==> config.mk <==
export PLATFORM = sky130hd
export DESIGN_NAME = eic_top
export DESIGN_NICKNAME = d
export VERILOG_FILES = /design/src/verilog/eic_pkg.sv /design/src/verilog/eic_periodic.sv /design/src/verilog/eic_edge_in.sv /design/src/verilog/eic_top.sv
export VERILOG_INCLUDE_DIRS = /design/src /design/src/verilog
export SDC_FILE = /design/constraint.sdc
export NUM_CORES = 1
export LEC_CHECK = 0
export ABC_AREA = 1
export BUFFER_PORTS_ARGS = -buffer_cell sky130_fd_sc_hd__clkbuf_2
export CAP_MARGIN = 15
export CORE_MARGIN = 5
export CORE_UTILIZATION = 58
export CTS_CLUSTER_DIAMETER = 60
export CTS_CLUSTER_SIZE = 24
export DETAILED_ROUTE_END_ITERATION = 10
export PLACE_DENSITY_LB_ADDON = 0.15
export SLEW_MARGIN = 20
export SYNTH_ARGS = -nofsm -noshare
export SYNTH_HDL_FRONTEND = slang
export SYNTH_SLANG_ARGS = --single-unit
==> constraint.sdc <==
create_clock -name aclk -period 5 [get_ports aclk]
set_input_delay 0.5 -clock aclk [delete_from_list [all_inputs] [get_ports aclk]]
set_output_delay 0.5 -clock aclk [all_outputs]
set_load 0.02 [all_outputs]
==> src/verilog/eic_consts.svh <==
// Purpose: offsets, field positions and timing counts of the edge interrupt block
// Assumes: 32-bit AXI4-Lite data, one aligned word per register
// Notes:   included by its bare name
`ifndef EIC_CONSTS_SVH
`define EIC_CONSTS_SVH

`define EIC_CLK_MHZ        100
`define EIC_TBASE_US       1000
`define EIC_TBASE_CYC      (`EIC_TBASE_US * `EIC_CLK_MHZ)
`define EIC_FILT_MS        10
`define EIC_FILT_CYC       (`EIC_FILT_MS * 1000 * `EIC_CLK_MHZ)
`define EIC_PER_MIN        7'h01
`define EIC_PER_MAX        7'h63

`define EIC_OFS_CFG        8'h00
`define EIC_OFS_DIS        8'h04
`define EIC_OFS_PER_A      8'h08
`define EIC_OFS_PER_B      8'h0C
`define EIC_OFS_PER_C      8'h10
`define EIC_OFS_STAT       8'h14
`define EIC_OFS_MASK       8'h18
`define EIC_OFS_ACK        8'h1C
`define EIC_OFS_PEND       8'h20
`define EIC_OFS_FILT       8'h24

`define EIC_CFG_GIE        0
`define EIC_CFG_MOTION     1
`define EIC_CFG_PER_EN     4
`define EIC_CFG_CNT_DIS    7
`define EIC_CFG_PLS_DIS    8

`define EIC_NSRC           32
`define EIC_SRC_FALL       0
`define EIC_SRC_RISE       8
`define EIC_SRC_PER        16
`define EIC_SRC_CNT        19
`define EIC_SRC_PLS        27

`define EIC_STAT_OVR       0
`define EIC_STAT_DISP      1

`endif

==> src/verilog/eic_pkg.sv <==
// Purpose: types of the edge interrupt block
// Assumes: nothing
// Notes:   constants live in eic_consts.svh
package eic_pkg;
   typedef enum logic [2:0] {
      EIC_IDLE  = 3'b001,
      EIC_ISSUE = 3'b010,
      EIC_BUSY  = 3'b100
   } eic_disp_e;
   typedef logic [31:0] eic_word_t;
endpackage

==> src/verilog/eic_periodic.sv <==
// Purpose: one periodic tick source on a 1 ms base
// Assumes: shared base pulse, period 1..99
// Notes:   out-of-range period holds the source silent
`timescale 1ns/100ps
`include "eic_consts.svh"
module eic_periodic (
   input  wire logic       aclk,
   input  wire logic       aresetn,
   input  wire logic       en,
   input  wire logic       base_tick,
   input  wire logic [6:0] period,
   output logic            tick
);
   import eic_pkg::*;

   typedef struct packed {
      logic [6:0] cnt;
      logic       tick;
   } eic_per_s;

   eic_per_s st;
   eic_per_s next_st;
   logic     ok;

   assign ok = (period >= `EIC_PER_MIN) && (period <= `EIC_PER_MAX);
   assign tick = st.tick;

   always_comb begin
      next_st = st;
      next_st.tick = 1'b0;
      if (!en || !ok) begin
         next_st.cnt = 7'h00;
      end else if (base_tick) begin
         if (st.cnt + 7'h01 >= period) begin
            next_st.cnt = 7'h00;
            next_st.tick = 1'b1;
         end else begin
            next_st.cnt = st.cnt + 7'h01;
         end
      end
   end

   always_ff @(posedge aclk) begin
      if (!aresetn) begin
         st <= '0;
      end else begin
         st <= next_st;
      end
   end

   a_tick_on_base: assert property (@(posedge aclk) disable iff (!aresetn)
      tick |-> $past(base_tick)) else $error("periodic tick without base pulse");
endmodule

==> src/verilog/eic_edge_in.sv <==
// Purpose: per-input filter and edge detection
// Assumes: input synchronous to aclk
// Notes:   slow filter is a stable-time qualifier
`timescale 1ns/100ps
`include "eic_consts.svh"
module eic_edge_in #(
   parameter int FILT_CYC = `EIC_FILT_CYC
) (
   input  wire logic aclk,
   input  wire logic aresetn,
   input  wire logic pin,
   input  wire logic fast,
   output logic      rise,
   output logic      fall,
   output logic      level
);
   import eic_pkg::*;

   typedef struct packed {
      logic [23:0] cnt;
      logic        filt;
      logic        prev;
   } eic_edg_s;

   eic_edg_s st;
   eic_edg_s next_st;
   logic     cur;

   // an interrupt input bypasses the slow filter so short pulses are seen
   assign cur   = fast ? pin : st.filt;
   assign level = st.filt;
   assign rise  = cur & ~st.prev;
   assign fall  = ~cur & st.prev;

   always_comb begin
      next_st = st;
      next_st.prev = cur;
      if (fast || pin == st.filt) begin
         next_st.cnt = 24'h000000;
         next_st.filt = fast ? pin : st.filt;
      end else if (st.cnt >= 24'(FILT_CYC - 1)) begin
         next_st.cnt = 24'h000000;
         next_st.filt = pin;
      end else begin
         next_st.cnt = st.cnt + 24'h000001;
      end
   end

   always_ff @(posedge aclk) begin
      if (!aresetn) begin
         st <= '0;
      end else begin
         st <= next_st;
      end
   end

   a_fast_follow: assert property (@(posedge aclk) disable iff (!aresetn)
      fast && $past(fast) |-> level == $past(pin)) else $error("fast input not followed");
endmodule

==> src/verilog/eic_top.sv <==
// Purpose: edge and source interrupt request logic with AXI4-Lite registers
// Assumes: inputs synchronous to aclk, one handler served at a time
// Notes:   sequencer takes disp_valid/disp_code and returns done
////////////////////////////////////////////////////////////////////////////////
//
// Decided for this implementation: the address map and the AXI4-Lite interface to the registers.
`timescale 1ns/100ps
`include "eic_consts.svh"
module eic_top #(
   parameter int TBASE_CYC = `EIC_TBASE_CYC,
   parameter int FILT_CYC  = `EIC_FILT_CYC
) (
   input  wire logic        aclk,
   input  wire logic        aresetn,
   input  wire logic [7:0]  ext_edge_inputs,
   input  wire logic [2:0]  encoder_edge_inputs,
   input  wire logic [7:0]  count_match,
   input  wire logic [4:0]  pulse_done,
   output logic             disp_valid,
   output logic [4:0]       disp_code,
   input  wire logic        disp_ready,
   input  wire logic        handler_done,
   output logic [7:0]       input_level,
   output logic             irq,
   input  wire logic [7:0]  s_axi_awaddr,
   input  wire logic        s_axi_awvalid,
   output logic             s_axi_awready,
   input  wire logic [31:0] s_axi_wdata,
   input  wire logic [3:0]  s_axi_wstrb,
   input  wire logic        s_axi_wvalid,
   output logic             s_axi_wready,
   output logic [1:0]       s_axi_bresp,
   output logic             s_axi_bvalid,
   input  wire logic        s_axi_bready,
   input  wire logic [7:0]  s_axi_araddr,
   input  wire logic        s_axi_arvalid,
   output logic             s_axi_arready,
   output logic [31:0]      s_axi_rdata,
   output logic [1:0]       s_axi_rresp,
   output logic             s_axi_rvalid,
   input  wire logic        s_axi_rready
);
   import eic_pkg::*;

   typedef struct packed {
      eic_word_t  cfg;
      eic_word_t  src_en;
      logic [7:0] dis;
      logic [6:0] per_a;
      logic [6:0] per_b;
      logic [6:0] per_c;
      eic_word_t  pend;
      logic [1:0] stat;
      logic [1:0] mask;
      logic [16:0] base;
      logic       base_tick;
      eic_disp_e  ds;
      logic [4:0] code;
      logic       aw_got;
      logic [7:0] aw;
      logic       w_got;
      eic_word_t  wd;
      logic       bv;
      logic [1:0] bresp;
      logic       rv;
      eic_word_t  rd;
      logic [1:0] rresp;
   } eic_top_s;

   eic_top_s   st;
   eic_top_s   next_st;
   logic [7:0] pins;
   logic [7:0] fast;
   logic [7:0] rise;
   logic [7:0] fall;
   logic [7:0] in_dis;
   logic [2:0] per_tick;
   logic [7:0] in_ok;
   eic_word_t  event_v;
   eic_word_t  wmask;
   logic       motion;
   logic       wr;

   assign motion = st.cfg[`EIC_CFG_MOTION];

   ////////////////////////////////////////////////////////////////////////////
   // edge inputs
   generate
      for (genvar i = 0; i < 8; i++) begin : g_in
         // motion variant has only three encoder inputs
         assign in_ok[i] = motion ? (i < 3) : 1'b1;
         assign pins[i] = (motion && i < 3) ? encoder_edge_inputs[i % 3]
                                            : ext_edge_inputs[i];
         assign fast[i] = in_ok[i] &&
            (st.src_en[`EIC_SRC_FALL + i] || st.src_en[`EIC_SRC_RISE + i]);
         assign in_dis[i] = st.dis[i] || !in_ok[i];
         eic_edge_in #(.FILT_CYC(FILT_CYC)) u_in (
            .aclk    (aclk),
            .aresetn (aresetn),
            .pin     (pins[i]),
            .fast    (fast[i]),
            .rise    (rise[i]),
            .fall    (fall[i]),
            .level   (input_level[i])
         );
         // code bit 3 = 0 for falling, 1 for rising
         assign event_v[`EIC_SRC_FALL + i] = fall[i] && !in_dis[i];
         assign event_v[`EIC_SRC_RISE + i] = rise[i] && !in_dis[i];
      end
   endgenerate

   ////////////////////////////////////////////////////////////////////////////
   // periodic sources
   eic_periodic u_pa (.aclk(aclk), .aresetn(aresetn),
      .en(st.src_en[`EIC_SRC_PER]), .base_tick(st.base_tick), .period(st.per_a),
      .tick(per_tick[0]));
   eic_periodic u_pb (.aclk(aclk), .aresetn(aresetn),
      .en(st.src_en[`EIC_SRC_PER + 1]), .base_tick(st.base_tick), .period(st.per_b),
      .tick(per_tick[1]));
   eic_periodic u_pc (.aclk(aclk), .aresetn(aresetn),
      .en(st.src_en[`EIC_SRC_PER + 2]), .base_tick(st.base_tick), .period(st.per_c),
      .tick(per_tick[2]));

   // per-timer disables in cfg bits 4..6; counter and pulse groups share one each
   assign event_v[`EIC_SRC_PER +: 3] = per_tick &
      ~st.cfg[`EIC_CFG_PER_EN +: 3];
   assign event_v[`EIC_SRC_CNT +: 8] = count_match &
      {8{~st.cfg[`EIC_CFG_CNT_DIS]}};
   assign event_v[`EIC_SRC_PLS +: 5] = pulse_done &
      (motion ? 5'h07 : 5'h1F) & {5{~st.cfg[`EIC_CFG_PLS_DIS]}};

   ////////////////////////////////////////////////////////////////////////////
   // priority pick and dispatch
   function automatic logic [4:0] first_set(input eic_word_t v);
      logic [4:0] r;
      r = 5'h00;
      for (int k = `EIC_NSRC - 1; k >= 0; k--) begin
         if (v[k]) begin
            r = 5'(k);
         end
      end
      return r;
   endfunction

   assign disp_valid = (st.ds == EIC_ISSUE);
   assign disp_code  = st.code;
   assign irq        = |(st.stat & st.mask);

   ////////////////////////////////////////////////////////////////////////////
   // axi4-lite slave
   assign s_axi_awready = !st.aw_got && !st.bv;
   assign s_axi_wready  = !st.w_got && !st.bv;
   assign s_axi_bvalid  = st.bv;
   assign s_axi_bresp   = st.bresp;
   assign s_axi_arready = !st.rv;
   assign s_axi_rvalid  = st.rv;
   assign s_axi_rdata   = st.rd;
   assign s_axi_rresp   = st.rresp;
   assign wr = st.aw_got && st.w_got && !st.bv;

   generate
      for (genvar b = 0; b < 4; b++) begin : g_ws
         // byte lanes without a strobe land as zero rather than stale data
         assign wmask[8*b +: 8] = {8{s_axi_wstrb[b]}};
      end
   endgenerate

   always_comb begin
      next_st = st;
      next_st.base_tick = 1'b0;
      if (st.base >= 17'(TBASE_CYC - 1)) begin
         next_st.base = 17'h00000;
         next_st.base_tick = 1'b1;
      end else begin
         next_st.base = st.base + 17'h00001;
      end
      // set wins over the dispatch clear
      next_st.pend = (st.pend | event_v);
      if (|(st.pend & event_v)) begin
         next_st.stat[`EIC_STAT_OVR] = 1'b1;
      end
      unique case (st.ds)
         EIC_IDLE: begin
            // no wait for the scan: pick as soon as anything pends
            if (st.cfg[`EIC_CFG_GIE] && |st.pend) begin
               next_st.code = first_set(st.pend);
               next_st.ds = EIC_ISSUE;
            end
         end
         EIC_ISSUE: begin
            if (disp_ready) begin
               next_st.pend[st.code] = event_v[st.code];
               next_st.stat[`EIC_STAT_DISP] = 1'b1;
               next_st.ds = EIC_BUSY;
            end
         end
         EIC_BUSY: begin
            if (handler_done) begin
               next_st.ds = EIC_IDLE;
            end
         end
         default: begin
            next_st.ds = EIC_IDLE;
         end
      endcase
      if (s_axi_awvalid && s_axi_awready) begin
         next_st.aw_got = 1'b1;
         next_st.aw = s_axi_awaddr;
      end
      if (s_axi_wvalid && s_axi_wready) begin
         next_st.w_got = 1'b1;
         next_st.wd = s_axi_wdata & wmask;
      end
      if (st.bv && s_axi_bready) begin
         next_st.bv = 1'b0;
      end
      if (wr) begin
         next_st.aw_got = 1'b0;
         next_st.w_got = 1'b0;
         next_st.bv = 1'b1;
         next_st.bresp = 2'h0;
         unique case (st.aw)
            `EIC_OFS_CFG:   next_st.cfg = st.wd;
            `EIC_OFS_DIS:   next_st.dis = st.wd[7:0];
            `EIC_OFS_PER_A: next_st.per_a = st.wd[6:0];
            `EIC_OFS_PER_B: next_st.per_b = st.wd[6:0];
            `EIC_OFS_PER_C: next_st.per_c = st.wd[6:0];
            `EIC_OFS_MASK:  next_st.mask = st.wd[1:0];
            `EIC_OFS_STAT: begin
               // write one to clear; a new event in the same cycle stays set
               next_st.stat = next_st.stat & ~(st.wd[1:0] & st.stat);
               if (|(st.pend & event_v)) begin
                  next_st.stat[`EIC_STAT_OVR] = 1'b1;
               end
               if (st.ds == EIC_ISSUE && disp_ready) begin
                  next_st.stat[`EIC_STAT_DISP] = 1'b1;
               end
            end
            `EIC_OFS_ACK:   next_st.src_en = st.wd;
            default:        next_st.bresp = 2'h2;
         endcase
      end
      if (st.rv && s_axi_rready) begin
         next_st.rv = 1'b0;
      end
      if (s_axi_arvalid && s_axi_arready) begin
         next_st.rv = 1'b1;
         next_st.rresp = 2'h0;
         unique case (s_axi_araddr)
            `EIC_OFS_CFG:   next_st.rd = st.cfg;
            `EIC_OFS_DIS:   next_st.rd = {24'h000000, st.dis};
            `EIC_OFS_PER_A: next_st.rd = {25'h0000000, st.per_a};
            `EIC_OFS_PER_B: next_st.rd = {25'h0000000, st.per_b};
            `EIC_OFS_PER_C: next_st.rd = {25'h0000000, st.per_c};
            `EIC_OFS_STAT:  next_st.rd = {30'h00000000, st.stat};
            `EIC_OFS_MASK:  next_st.rd = {30'h00000000, st.mask};
            `EIC_OFS_ACK:   next_st.rd = st.src_en;
            `EIC_OFS_PEND:  next_st.rd = st.pend;
            `EIC_OFS_FILT:  next_st.rd = {24'h000000, input_level};
            default: begin
               next_st.rd = 32'h00000000;
               next_st.rresp = 2'h2;
            end
         endcase
      end
   end

   always_ff @(posedge aclk) begin
      if (!aresetn) begin
         st <= '0;
         st.ds <= EIC_IDLE;
         st.dis <= 8'hFF;
      end else begin
         st <= next_st;
      end
   end

   ////////////////////////////////////////////////////////////////////////////
   a_dis_blocks: assert property (@(posedge aclk) disable iff (!aresetn)
      st.dis[0] |-> !event_v[`EIC_SRC_FALL] && !event_v[`EIC_SRC_RISE])
      else $error("disabled input raised an event");
   a_pend_latch: assert property (@(posedge aclk) disable iff (!aresetn)
      event_v[5] |=> st.pend[5]) else $error("event not latched");
   a_disp_prompt: assert property (@(posedge aclk) disable iff (!aresetn)
      st.ds == EIC_IDLE && st.cfg[0] && |st.pend |=> disp_valid)
      else $error("pending request not dispatched at once");
   a_no_gie: assert property (@(posedge aclk) disable iff (!aresetn)
      $rose(disp_valid) |-> $past(st.cfg[0])) else $error("dispatch without enable");
   a_prio_order: assert property (@(posedge aclk) disable iff (!aresetn)
      $rose(disp_valid) |-> ($past(st.pend) & ((32'h00000001 << disp_code) - 32'h1)) == 0)
      else $error("priority order broken");
   a_motion_in: assert property (@(posedge aclk) disable iff (!aresetn)
      motion |-> event_v[15:11] == 5'h00 && event_v[7:3] == 5'h00)
      else $error("motion variant raised unused input");
   a_pulse_motion: assert property (@(posedge aclk) disable iff (!aresetn)
      motion |-> event_v[31:30] == 2'h0) else $error("extra pulse source");
   a_cnt_src: assert property (@(posedge aclk) disable iff (!aresetn)
      count_match[0] && !st.cfg[`EIC_CFG_CNT_DIS] |=> st.pend[`EIC_SRC_CNT])
      else $error("count match lost");
endmodule

==> After elaboration in Yosys (flattened, before gate mapping) <==
Cells that the tools add are included.
{ "op_classes": {"addsub": 12, "magnitude_cmp": 20, "eq_ne": 30, "mux": 92, "bitwise_logic": 48, "reduce_logical": 120} }
{ "ops": {"columns": ["op", "n"], "rows": [
  ["case mux 32 bit (10 select lines)", 1],
  ["adder 24 x 1 -> 24 bit, second input constant", 8],
  ["greater-or-equal comparator 24 x 20 -> 1 bit, second input constant", 8],
  ["2-to-1 mux 5 bit", 33],
  ["2-to-1 mux 33 bit", 2],
  ["AND 32 bit", 2],
  ["equality test 8 x 5 -> 1 bit, second input constant", 8],
  ["OR reduction 32 bit", 2],
  ["2-to-1 mux 1 bit", 39],
  ["logical AND 1 bit", 36],
  ["2-to-1 mux 35 bit", 1],
  ["OR reduction 3 bit", 11],
  ["bitwise mux 32 bit", 1],
  ["equality test 8 x 4 -> 1 bit, second input constant", 4],
  ["OR 32 bit", 1],
  ["logical OR 1 bit", 24],
  ["adder 7 x 1 -> 7 bit, second input constant", 3],
  ["greater-or-equal comparator 7 x 1 -> 1 bit, second input constant", 3],
  ["greater-or-equal comparator 7 bit", 3],
  ["less-or-equal comparator 7 bit, second input constant", 3],
  ["2-to-1 mux 7 bit", 3],
  ["NOT 1 bit", 20],
  ["nonzero test 2 bit", 10],
  ["zero test 1 bit", 18],
  ["other kinds (32)", 78]
]} }
{ "totals": {"reg_bits": 467, "inputBits": 85, "output_inout_bits": 56} }

==> Longest topological paths before layout <==
Gate-level depths: netlist of run 1.
{ "depth": {"word_depth": 34, "mapped_depth": 33} }

==> By module <==
From an unflattened synthesis of run 1, not the netlist that was laid out.
{ "unflattened": {"cells_unflattened": 3318, "hier_area_um2": 24129.4} }
{ "modules_own_cells": {"columns": ["mod", "instances", "cells_each", "area_per_inst_um2"], "rows": [
  ["eic_edge_in", 8, 191, 1406.3],
  ["eic_top", 1, 1466, 10802.9],
  ["eic_periodic", 3, 108, 691.9]
]} }

==> Worst setup path before layout of run 1 <==
No wires, ideal clock.
{ "synth_timing": {"path_kind": "flip-flop to flip-flop", "startpoint": "register u_pc.st[1] (netlist bit)", "endpoint": "register u_pc.st[1] (netlist bit)", "setup_ps": 86, "arrival_ps": 2236, "setup_slack_ps": 2678, "path_stages_with_launch": 13, "path_buffers": 0, "period_less_slack_ps": 2322, "cell_sequence": "dfxtp_1 > ha_1 > ha_1 > a21oi_1 > nor2_1 > o21a_1 > o21a_1 > o21a_1 > o21ai_0 > nand2_1 > nor2_1 > nor2_1 > a211oi_1"} }
{ "synth_between": {"elab_chain_len": 3} }
{ "synth_lines": {"columns": ["item", "line", "source"], "rows": [
  ["from (decl)", "eic_periodic.sv:21", "eic_per_s st;"],
  ["from (signal assigned)", "eic_periodic.sv:47", "st <= next_st;"],
  ["adder 7 x 1 -> 7 bit (*)", "eic_periodic.sv:34, eic_periodic.sv:38", null],
  ["greater-or-equal comparator 7 bit", "eic_periodic.sv:34", "if (st.cnt + 7'h01 >= period) begin"],
  ["2-to-1 mux 7 bit (*)", "eic_periodic.sv:34", null]
]} }
Every way passes the cells marked *; elsewhere a longest branch is shown, timed or not.
A chain may end at the register's enable or synchronous reset.

==> Worst setup path after layout of run 1 <==
{ "layout_timing": {"startpoint": "register st (netlist bit motion)", "endpoint": "register st[113] (netlist bit)"} }
{ "layout_between": {"elab_chain_len": 11, "elab_cells_between_ends": 76, "cone_classes": "mux (18); bitwise (27); reduce/logical (31)"} }
{ "layout_lines": {"columns": ["item", "line", "source"], "rows": [
  ["from (decl)", "eic_top.sv:70", "eic_top_s st;"],
  ["from (signal assigned)", "eic_top.sv:274", "st <= next_st;"],
  ["2-to-1 mux 1 bit", "eic_top.sv:91", "assign in_ok[i] = motion ? (i < 3) : 1'b1;"],
  ["logical AND 1 bit", "eic_top.sv:94", "assign fast[i] = in_ok[i] &&"],
  ["2-to-1 mux 1 bit (on tied branches)", null, null],
  ["NOT 1 bit", "eic_edge_in.sv:33", "assign fall = ~cur & st.prev;"],
  ["AND 1 bit", "eic_edge_in.sv:33", null],
  ["logical AND 1 bit", "eic_top.sv:107", "assign event_v[`EIC_SRC_FALL + i] = fall[i] && !in_dis[i];"],
  ["binary-select mux 1 bit (select 5 bit)", "eic_top.sv:192", "next_st.pend[st.code] = event_v[st.code];"],
  ["2-to-1 mux 1 bit (implied by the code)", "eic_top.sv:192", null],
  ["bitwise mux 32 bit", "eic_top.sv:192", null],
  ["2-to-1 mux 33 bit", "eic_top.sv:191", "if (disp_ready) begin"],
  ["2-to-1 mux 33 bit (*)", "eic_top.sv:182", "unique case (st.ds)"]
]} }
Every way passes the cells marked *; elsewhere a longest branch is shown, timed or not. The select of a mux whose other input is x is not followed.

==> results of run 1 <==
[cell families after synthesis]
group / Yosys count / share of synthesized area (%)
other: 1 / 0.0179
flip-flops: 465 / 44.4
AND/OR/NAND/NOR: 1083 / 23.1
AO/OA/AOI/OAI: 617 / 17.8
adder cells (fa/ha/maj): 33 / 1.97
buffers and inverters: 515 / 10.3
XOR/XNOR: 55 / 2.30
[report_power, final]
part	switching, mW	internal [mW]
combinational	0.295	0.119
sequential	0.0435	3.78
clock	1.51	1.46
total	1.85	5.36
[how the worst max path moves through the flow]
stage / end / slack [ps] / cells past startpoint
global route: st[113] / 1680 / 13
detailed placement: st[136] / 2040 / 13
CTS: st[113] / 2020 / 13
finish: st[113] / 1950 / 13
floorplan: u_pc.st[1] / 2680 / 12
global placement: s_axi_rdata[2] / 2130 / 10
[per-layer routing]
| metal | GRT usage (%) | part of all wire [%] | up-vias |
|---|---|---|---|
| met5 | 0 | 0 | - |
| met4 | 8.58 | 3.2 | 0 |
| met3 | 4.23 | 6.6 | 113 |
| met2 | 44.6 | 46 | 578 |
| met1 | 36.5 | 44 | 8779 |
| li1 | - | - | 9372 |
[per-stage QoR]
stage | power [mW] | setup WS (ps) | utilization [%]
floorplan | 4.16 | 2680 | -
global placement | 4.30 | 2130 | 61.0
detailed placement | 4.31 | 2040 | 61.0
CTS | 7.26 | 2020 | 64.5
global route | 7.46 | 1680 | 64.5
finish | 7.21 | 1950 | 64.5
[state kept, by name, indices dropped and copies added, names as in the netlist, 3 cells and up]
register         cells
u_pa.st              7
u_pb.st              7
g_in.u_in.level      8
st                 188
disp_code            5
in_dis               3
u_pc.st              7
s_axi_rdata         32
g_in.u_in.st       200
[critical path, delay by kind of cell, from the launching register on]
family,cells,cell delay (ps)
compound gates,6,1350
buf+inv,3,660
flops,1,590
simple gates,4,340
[synth_stat cells, types with 13 or more instances]
library cell and n:
sky130_fd_sc_hd__a31oi_1 26, sky130_fd_sc_hd__nor2_1 323, sky130_fd_sc_hd__inv_1 367, sky130_fd_sc_hd__o221ai_1 13, sky130_fd_sc_hd__nand2_1 421, sky130_fd_sc_hd__nand3_1 74, sky130_fd_sc_hd__a21oi_1 221, sky130_fd_sc_hd__o21ai_0 115
sky130_fd_sc_hd__dfxtp_1 465, sky130_fd_sc_hd__nor4_1 25, sky130_fd_sc_hd__buf_4 49, sky130_fd_sc_hd__o22ai_1 50, sky130_fd_sc_hd__o21a_1 14, sky130_fd_sc_hd__a211oi_1 111, sky130_fd_sc_hd__nor3_1 121, sky130_fd_sc_hd__xor2_1 39
sky130_fd_sc_hd__clkbuf_1 66, sky130_fd_sc_hd__buf_2 13, sky130_fd_sc_hd__nand4_1 25, sky130_fd_sc_hd__o21ai_1 15, sky130_fd_sc_hd__ha_1 33, sky130_fd_sc_hd__xnor2_1 16, sky130_fd_sc_hd__nor3b_1 40
[layout make-up]
| type | instances | area share, % |
|---|---|---|
| clock buffers | 37 | 3.90 |
| clock inverters | 27 | 1.45 |
| inverters | 375 | 6.15 |
| multi-input cells | 1822 | 41.9 |
| flip-flops and latches | 465 | 40.6 |
| well taps | 461 | 2.51 |
| repair buffers | 152 | 3.47 |
==> impl_metrics.json, run 1 <==
{
  "p_leak_nw": 8.51,
  "critical_path.reg2reg.endpoint": "st[113]",
  "number_of_distinct_library_cell_variants_in_the_gate_level_netlist_after_synthesis": 59,
  "total_wirelength_um": 55300,
  "whs_ps": 216,
  "source_to_sink_clock_delay_at_the_later_pin_of_the_worst_skew_pair_ps": 540,
  "cts_setup_buffers": 0,
  "die_height_um": 200,
  "dieArea_um2": 40000,
  "vdd_ir_drop_max_mv": 0.321,
  "count_of_flip_flops_with_a_built_in_enable_after_synthesis": 0,
  "drtPass1Iterations": 5,
  "layout_common_cells": "sky130_fd_sc_hd__dfxtp_1, sky130_fd_sc_hd__nand2_1, sky130_fd_sc_hd__inv_1",
  "setup.reg_to_reg.worst_slack_ps": 1950,
  "finalCriticalPeriod_ps": 3050,
  "synthesis.instances": 2769,
  "worstMarginPinSlew_ps": 1070,
  "fp.coreArea_um2": 35600,
  "post_drt_wl_per_cell_um": 16.6,
  "worst-path-max-fanout": 20,
  "place_area_um2": 21700,
  "worst_setup_path_startpoint": "motion",
  "post-route-cell-area_um2": 22900,
  "area.growth.synth_to_final_pct": 9.51,
  "num_rows": 69,
  "fill_cells": 3126,
  "cts_num_sinks": 465,
  "layout.cells.most_common": "sky130_fd_sc_hd__dfxtp_1",
  "timing.hold.worst_endpoint": "s_axi_bvalid",
  "dr.first_iter.drc_count": 1348,
  "ys.flop_type": "sky130_fd_sc_hd__dfxtp_1",
  "drive_above_1_share_pct": 9.31,
  "worst-r2r-cell-count": 13,
  "cp.required_ps": 5430,
  "ys_seq_elements": 465,
  "worst_hold_path_type": "input pin to flop",
  "dpl.cell_count": 3275,
  "area.sequential_um2": 9310,
  "post_synth.cell_area_avg_um2": 7.56,
  "netlist_area_um2": 20900,
  "yosys_warnings": 0,
  "cts_clock_pin_slew_for_the_worst_setup_and_hold_paths_ps": 90,
  "n_antenna_cell": 0,
  "route.detailed.drc": 0,
  "critical_path_class": "flop to flop",
  "yosys-top-cells-area": "sky130_fd_sc_hd__dfxtp_1, sky130_fd_sc_hd__nand2_1, sky130_fd_sc_hd__inv_1",
  "final-instance-count-excl-fill": 3339,
  "final_max_slew_viol_count": 0,
  "synth.yosys.seq_area_share_pct": 44.4,
  "grt_max_degree": 75,
  "die_extent_in_x_um": 200,
  "clock_tree_from_tritoncts": "built",
  "cts_hold_buffers": 0,
  "crit_path_cell_trace": "inv_2 -> o21ai_1 -> nand2_1 -> o21ai_1 -> nand3_1 -> inv_1 -> nand2_1 -> o2111ai_1 -> o21ai_1 -> o2111ai_2 -> buf_4 -> nor3_1 -> a211oi_1",
  "largest_area_contributor_in_the_synthesized_netlist": "sky130_fd_sc_hd__dfxtp_1",
  "setup-tns-final_ps": 0,
  "numCtsBuffers": 35,
  "global_routing_usage_summed_across_all_routing_layers_pct": 27.0,
  "cts-htree-levels": 2,
  "rr_startpoint": "motion",
  "cpMostUsedCell": "sky130_fd_sc_hd__o21ai_1",
  "nNetsFinal": 2969,
  "dr_total_vias": 18800,
  "starting_utilization_of_the_core_area_pct": 58.9,
  "worst_ep_arrival_time_ps": 3480,
  "max_cap_viols": 0,
  "global_placement_routability_congestion": 0.987,
  "hold_start": "s_axi_bready",
  "cp_slowest_cell": "sky130_fd_sc_hd__dfxtp_1",
  "clockRootBuffer": "sky130_fd_sc_hd__clkbuf_16",
  "grt_remaining_overflow": 0,
  "post-route-period-util_pct": 61.0,
  "async_flop_share_pct": 0,
  "clk_path_buf_depth": 3,
  "result_of_the_run": "complete, no violations",
  "dp_hpwl_um": 41300,
  "critical_path.max_stage_delay_ps": 590,
  "report.final.hold_viol_count": 0,
  "powerDensity_nw_per_um2": 314,
  "final_antenna_net_count": 0,
  "grt_pass1_wl_um": 88500,
  "final.setup_skew_ps": 27.6,
  "instance_count_along_the_most_critical_hold_path": 4,
  "first_global_vias": 17700,
  "synth_top_area_share_pct": 44.4,
  "finalSetupViolations": 0,
  "count_of_port_buffers_added_during_placement": 138,
  "route.detailed.vias_per_inst": 5.64,
  "multiInputGateArea_um2": 9620,
  "cts_resized": 0,
  "rsz_0062_raised_after_global_routing": "false",
  "timing.fmax_mhz": 328,
  "timing.max_slew.rel_slack_pct": 28.6,
  "io_pins": 141,
  "end_kind": "flop",
  "critical_path.startpoint_type": "flop",
  "antenna_found_initial": 0
}
No activity file was read; power rests on OpenSTA's default activity.
==> run 2, diff against run 1 <==
Settings changed: ABC_AREA 1 to 0.
Clock period 5 ns to 2.9 ns, I/O delays scaled along.
==> run 2 against run 1 <==
Net effect: clock power rose by 77%; clock skew rose by 2.2 ps; critical path depth fell by 6; setup slack got worse by 1600 ps; non-clock buffer count rose by 57; utilization rose by 1.0 points; cell count fell by 8.0%; highest routed layer unchanged.
==> impl_metrics.json, run 2 <==
{
  "result_of_the_run": "complete, no violations",
  "cts_setup_buffers": 0,
  "count_of_port_buffers_added_during_placement": 138,
  "fp.coreArea_um2": 35400,
  "critical_path.startpoint_type": "flop",
  "count_of_flip_flops_with_a_built_in_enable_after_synthesis": 0,
  "synth_top_area_share_pct": 45.0,
  "global_placement_routability_congestion": 0.975,
  "post_synth.cell_area_avg_um2": 8.40,
  "cp.required_ps": 3390,
  "netlist_area_um2": 20700,
  "critical_path_depth": 7,
  "worst_ep_arrival_time_ps": 3060,
  "number_of_distinct_library_cell_variants_in_the_gate_level_netlist_after_synthesis": 73,
  "antenna_found_initial": 0,
  "top_layer_used": "met4",
  "cts_clock_pin_slew_for_the_worst_setup_and_hold_paths_ps": 90,
  "timing.fmax_mhz": 390,
  "critical_path.max_stage_delay_ps": 730,
  "cts-htree-levels": 2,
  "starting_utilization_of_the_core_area_pct": 58.4,
  "route.detailed.drc": 0,
  "global_routing_usage_summed_across_all_routing_layers_pct": 27.5,
  "cpLargestDelayFamily": "simple AND/OR/NAND/NOR gates",
  "numCtsBuffers": 36,
  "clock_tree_from_tritoncts": "built",
  "clockRootBuffer": "sky130_fd_sc_hd__clkbuf_16",
  "largest_register": "g_in.u_in.st",
  "report.final.hold_viol_count": 0,
  "final_antenna_net_count": 0,
  "dpl.cell_count": 2978,
  "wirelength_met1_um": 23500,
  "grt_max_degree": 95,
  "io_pins": 141,
  "crit_path_cell_trace": "buf_4 -> o21bai_1 -> mux2i_1 -> nor4_1 -> mux4_2 -> nand2b_1 -> a21oi_1",
  "timing.critical_path.buf_inv": 1,
  "worst_hold_path_type": "input pin to flop",
  "wl_met2_um": 26000,
  "final_core_util_pct": 65.5,
  "synth.yosys.seq_area_share_pct": 45.0,
  "critical_path_class": "flop to flop",
  "cp_slowest_cell": "sky130_fd_sc_hd__nor4_1",
  "n_antenna_cell": 0,
  "nNetsFinal": 2705,
  "worst-r2r-cell-count": 7,
  "num_rows": 69,
  "cts_num_sinks": 465,
  "ys.flop_type": "sky130_fd_sc_hd__dfxtp_1",
  "synthesis.instances": 2463,
  "first_global_vias": 17000,
  "ys_seq_elements": 465,
  "dr.first_iter.drc_count": 1452,
  "setup-tns-final_ps": 0,
  "clk_path_buf_depth": 3,
  "worstMarginPinSlew_ps": 931,
  "post-synth-top-count-cell": "sky130_fd_sc_hd__dfxtp_1",
  "drive_above_1_share_pct": 10.5,
  "final-instance-count-excl-fill": 3073,
  "post-route-period-util_pct": 88.5,
  "end_kind": "flop",
  "max_cap_viols": 0,
  "drtPass1Iterations": 7,
  "post_drt_wl_per_cell_um": 18.1,
  "route.detailed.vias_per_inst": 5.85,
  "die_extent_in_x_um": 199,
  "yosys-top-cells-area": "sky130_fd_sc_hd__dfxtp_1, sky130_fd_sc_hd__nor2_1, sky130_fd_sc_hd__nand2_1",
  "wl_met3_um": 3880,
  "grt_pass1_wl_um": 88500,
  "final.setup_skew_ps": 29.9,
  "area.growth.synth_to_final_pct": 12.2,
  "timing.max_slew.rel_slack_pct": 37.4,
  "rsz_0062_raised_after_global_routing": "false",
  "cts_resized": 0,
  "total_wirelength_um": 55500,
  "source_to_sink_clock_delay_at_the_later_pin_of_the_worst_skew_pair_ps": 570,
  "p_leak_nw": 8.72,
  "finalCriticalPeriod_ps": 2570,
  "largest_reg_flops": 200,
  "largest_area_contributor_in_the_synthesized_netlist": "sky130_fd_sc_hd__dfxtp_1",
  "vdd_ir_drop_max_mv": 0.576,
  "powerDensity_nw_per_um2": 533,
  "cts_hold_buffers": 32,
  "layout_common_cells": "sky130_fd_sc_hd__dfxtp_1, sky130_fd_sc_hd__nor2_1, sky130_fd_sc_hd__nand2_1",
  "finalSetupViolations": 0,
  "instance_count_along_the_most_critical_hold_path": 3,
  "dieArea_um2": 39500,
  "final_max_slew_viol_count": 0,
  "layout.cells.most_common": "sky130_fd_sc_hd__dfxtp_1",
  "ys_top_cells_by_count": "sky130_fd_sc_hd__dfxtp_1, sky130_fd_sc_hd__nor2_1, sky130_fd_sc_hd__nand2_1, sky130_fd_sc_hd__a21oi_1, sky130_fd_sc_hd__nand3_1",
  "dp_hpwl_um": 39800,
  "dr_total_vias": 18000,
  "grt_remaining_overflow": 0,
  "async_flop_share_pct": 0,
  "whs_ps": 20.0,
  "yosys_warnings": 0,
  "setup.reg_to_reg.worst_slack_ps": 330,
  "die_height_um": 199,
  "worst-path-max-fanout": 14
}
## run 2: cell types whose count changed after synthesis, moves of 32 or more
cell	change
sky130_fd_sc_hd__a211oi_1	-97
sky130_fd_sc_hd__inv_1	-310
sky130_fd_sc_hd__mux2i_1	+52
sky130_fd_sc_hd__nand2_1	-111
sky130_fd_sc_hd__nand2b_1	+32
sky130_fd_sc_hd__nand3_1	+57
sky130_fd_sc_hd__nor2_1	+54
sky130_fd_sc_hd__nor3_1	-86
sky130_fd_sc_hd__nor3b_1	-35
sky130_fd_sc_hd__o21ai_0	-58
sky130_fd_sc_hd__o22ai_1	-47
sky130_fd_sc_hd__xnor2_1	+43
sky130_fd_sc_hd__xor2_1	+72
## run 2: metrics by stage
step,total power [mW],instance area [um^2],setup WS [ps]
2_1_floorplan,7.00,20800,860
3_3_place_gp,7.21,21600,471
6_report,12.4,23200,334
5_1_grt,12.8,23200,236
4_1_cts,12.5,23200,445
3_5_place_dp,7.22,21600,489
## run 2: logic make-up (layout without fill, tap and decap cells)
| logic type | Yosys count | count (layout) | synth area share (%) |
|---|---|---|---|
| buf+inv | 213 | 329 | 4.84 |
| mux | 61 | 61 | 3.23 |
| xor+xnor | 170 | 170 | 7.20 |
| fa+ha+maj | 33 | 33 | 2.00 |
| other cells | 1 | 34 | 0.0181 |
| flops | 465 | 465 | 45.0 |
| simple gates | 1096 | 1096 | 24.5 |
| compound gates | 424 | 424 | 13.2 |
## run 2: worst register-to-register path, delay by kind of cell, from the launching register on
family                 cells  cell delay (ps)
and+or+nand+nor            2              870
AOI/OAI and AO/OA          2              420
muxes                      2              590
buffers and inverters      1              220
DFF                        1              380
## run 2: final timing paths
check,startpoint,end
max,motion,st[125]
min,s_axi_wdata[21],st[59]
min reg2reg,st[78],st[78]
max reg2reg,motion,st[125]
## run 2: layer usage
layer  global-route usage [%]  up-vias
met3                     4.20      136
met4                     10.8        0
li1                         -     8761
met1                     36.5     8441
met5                        0        -
met2                     45.2      641
## run 2: power breakdown
part,switching [mW],internal (mW)
Clock,2.58,2.68
Combinational,0.325,0.205
Sequential,0.112,6.47
## run 2: area by class of cell
cell class / instances / area, um^2
inverter: 57 / 219
clock inverter: 24 / 307
timing repair buffer: 209 / 1340
multi-input combinational: 1818 / 10500
sequential: 465 / 9310
fill: 2995 / 12200
clock buffer: 39 / 943
tap: 461 / 577
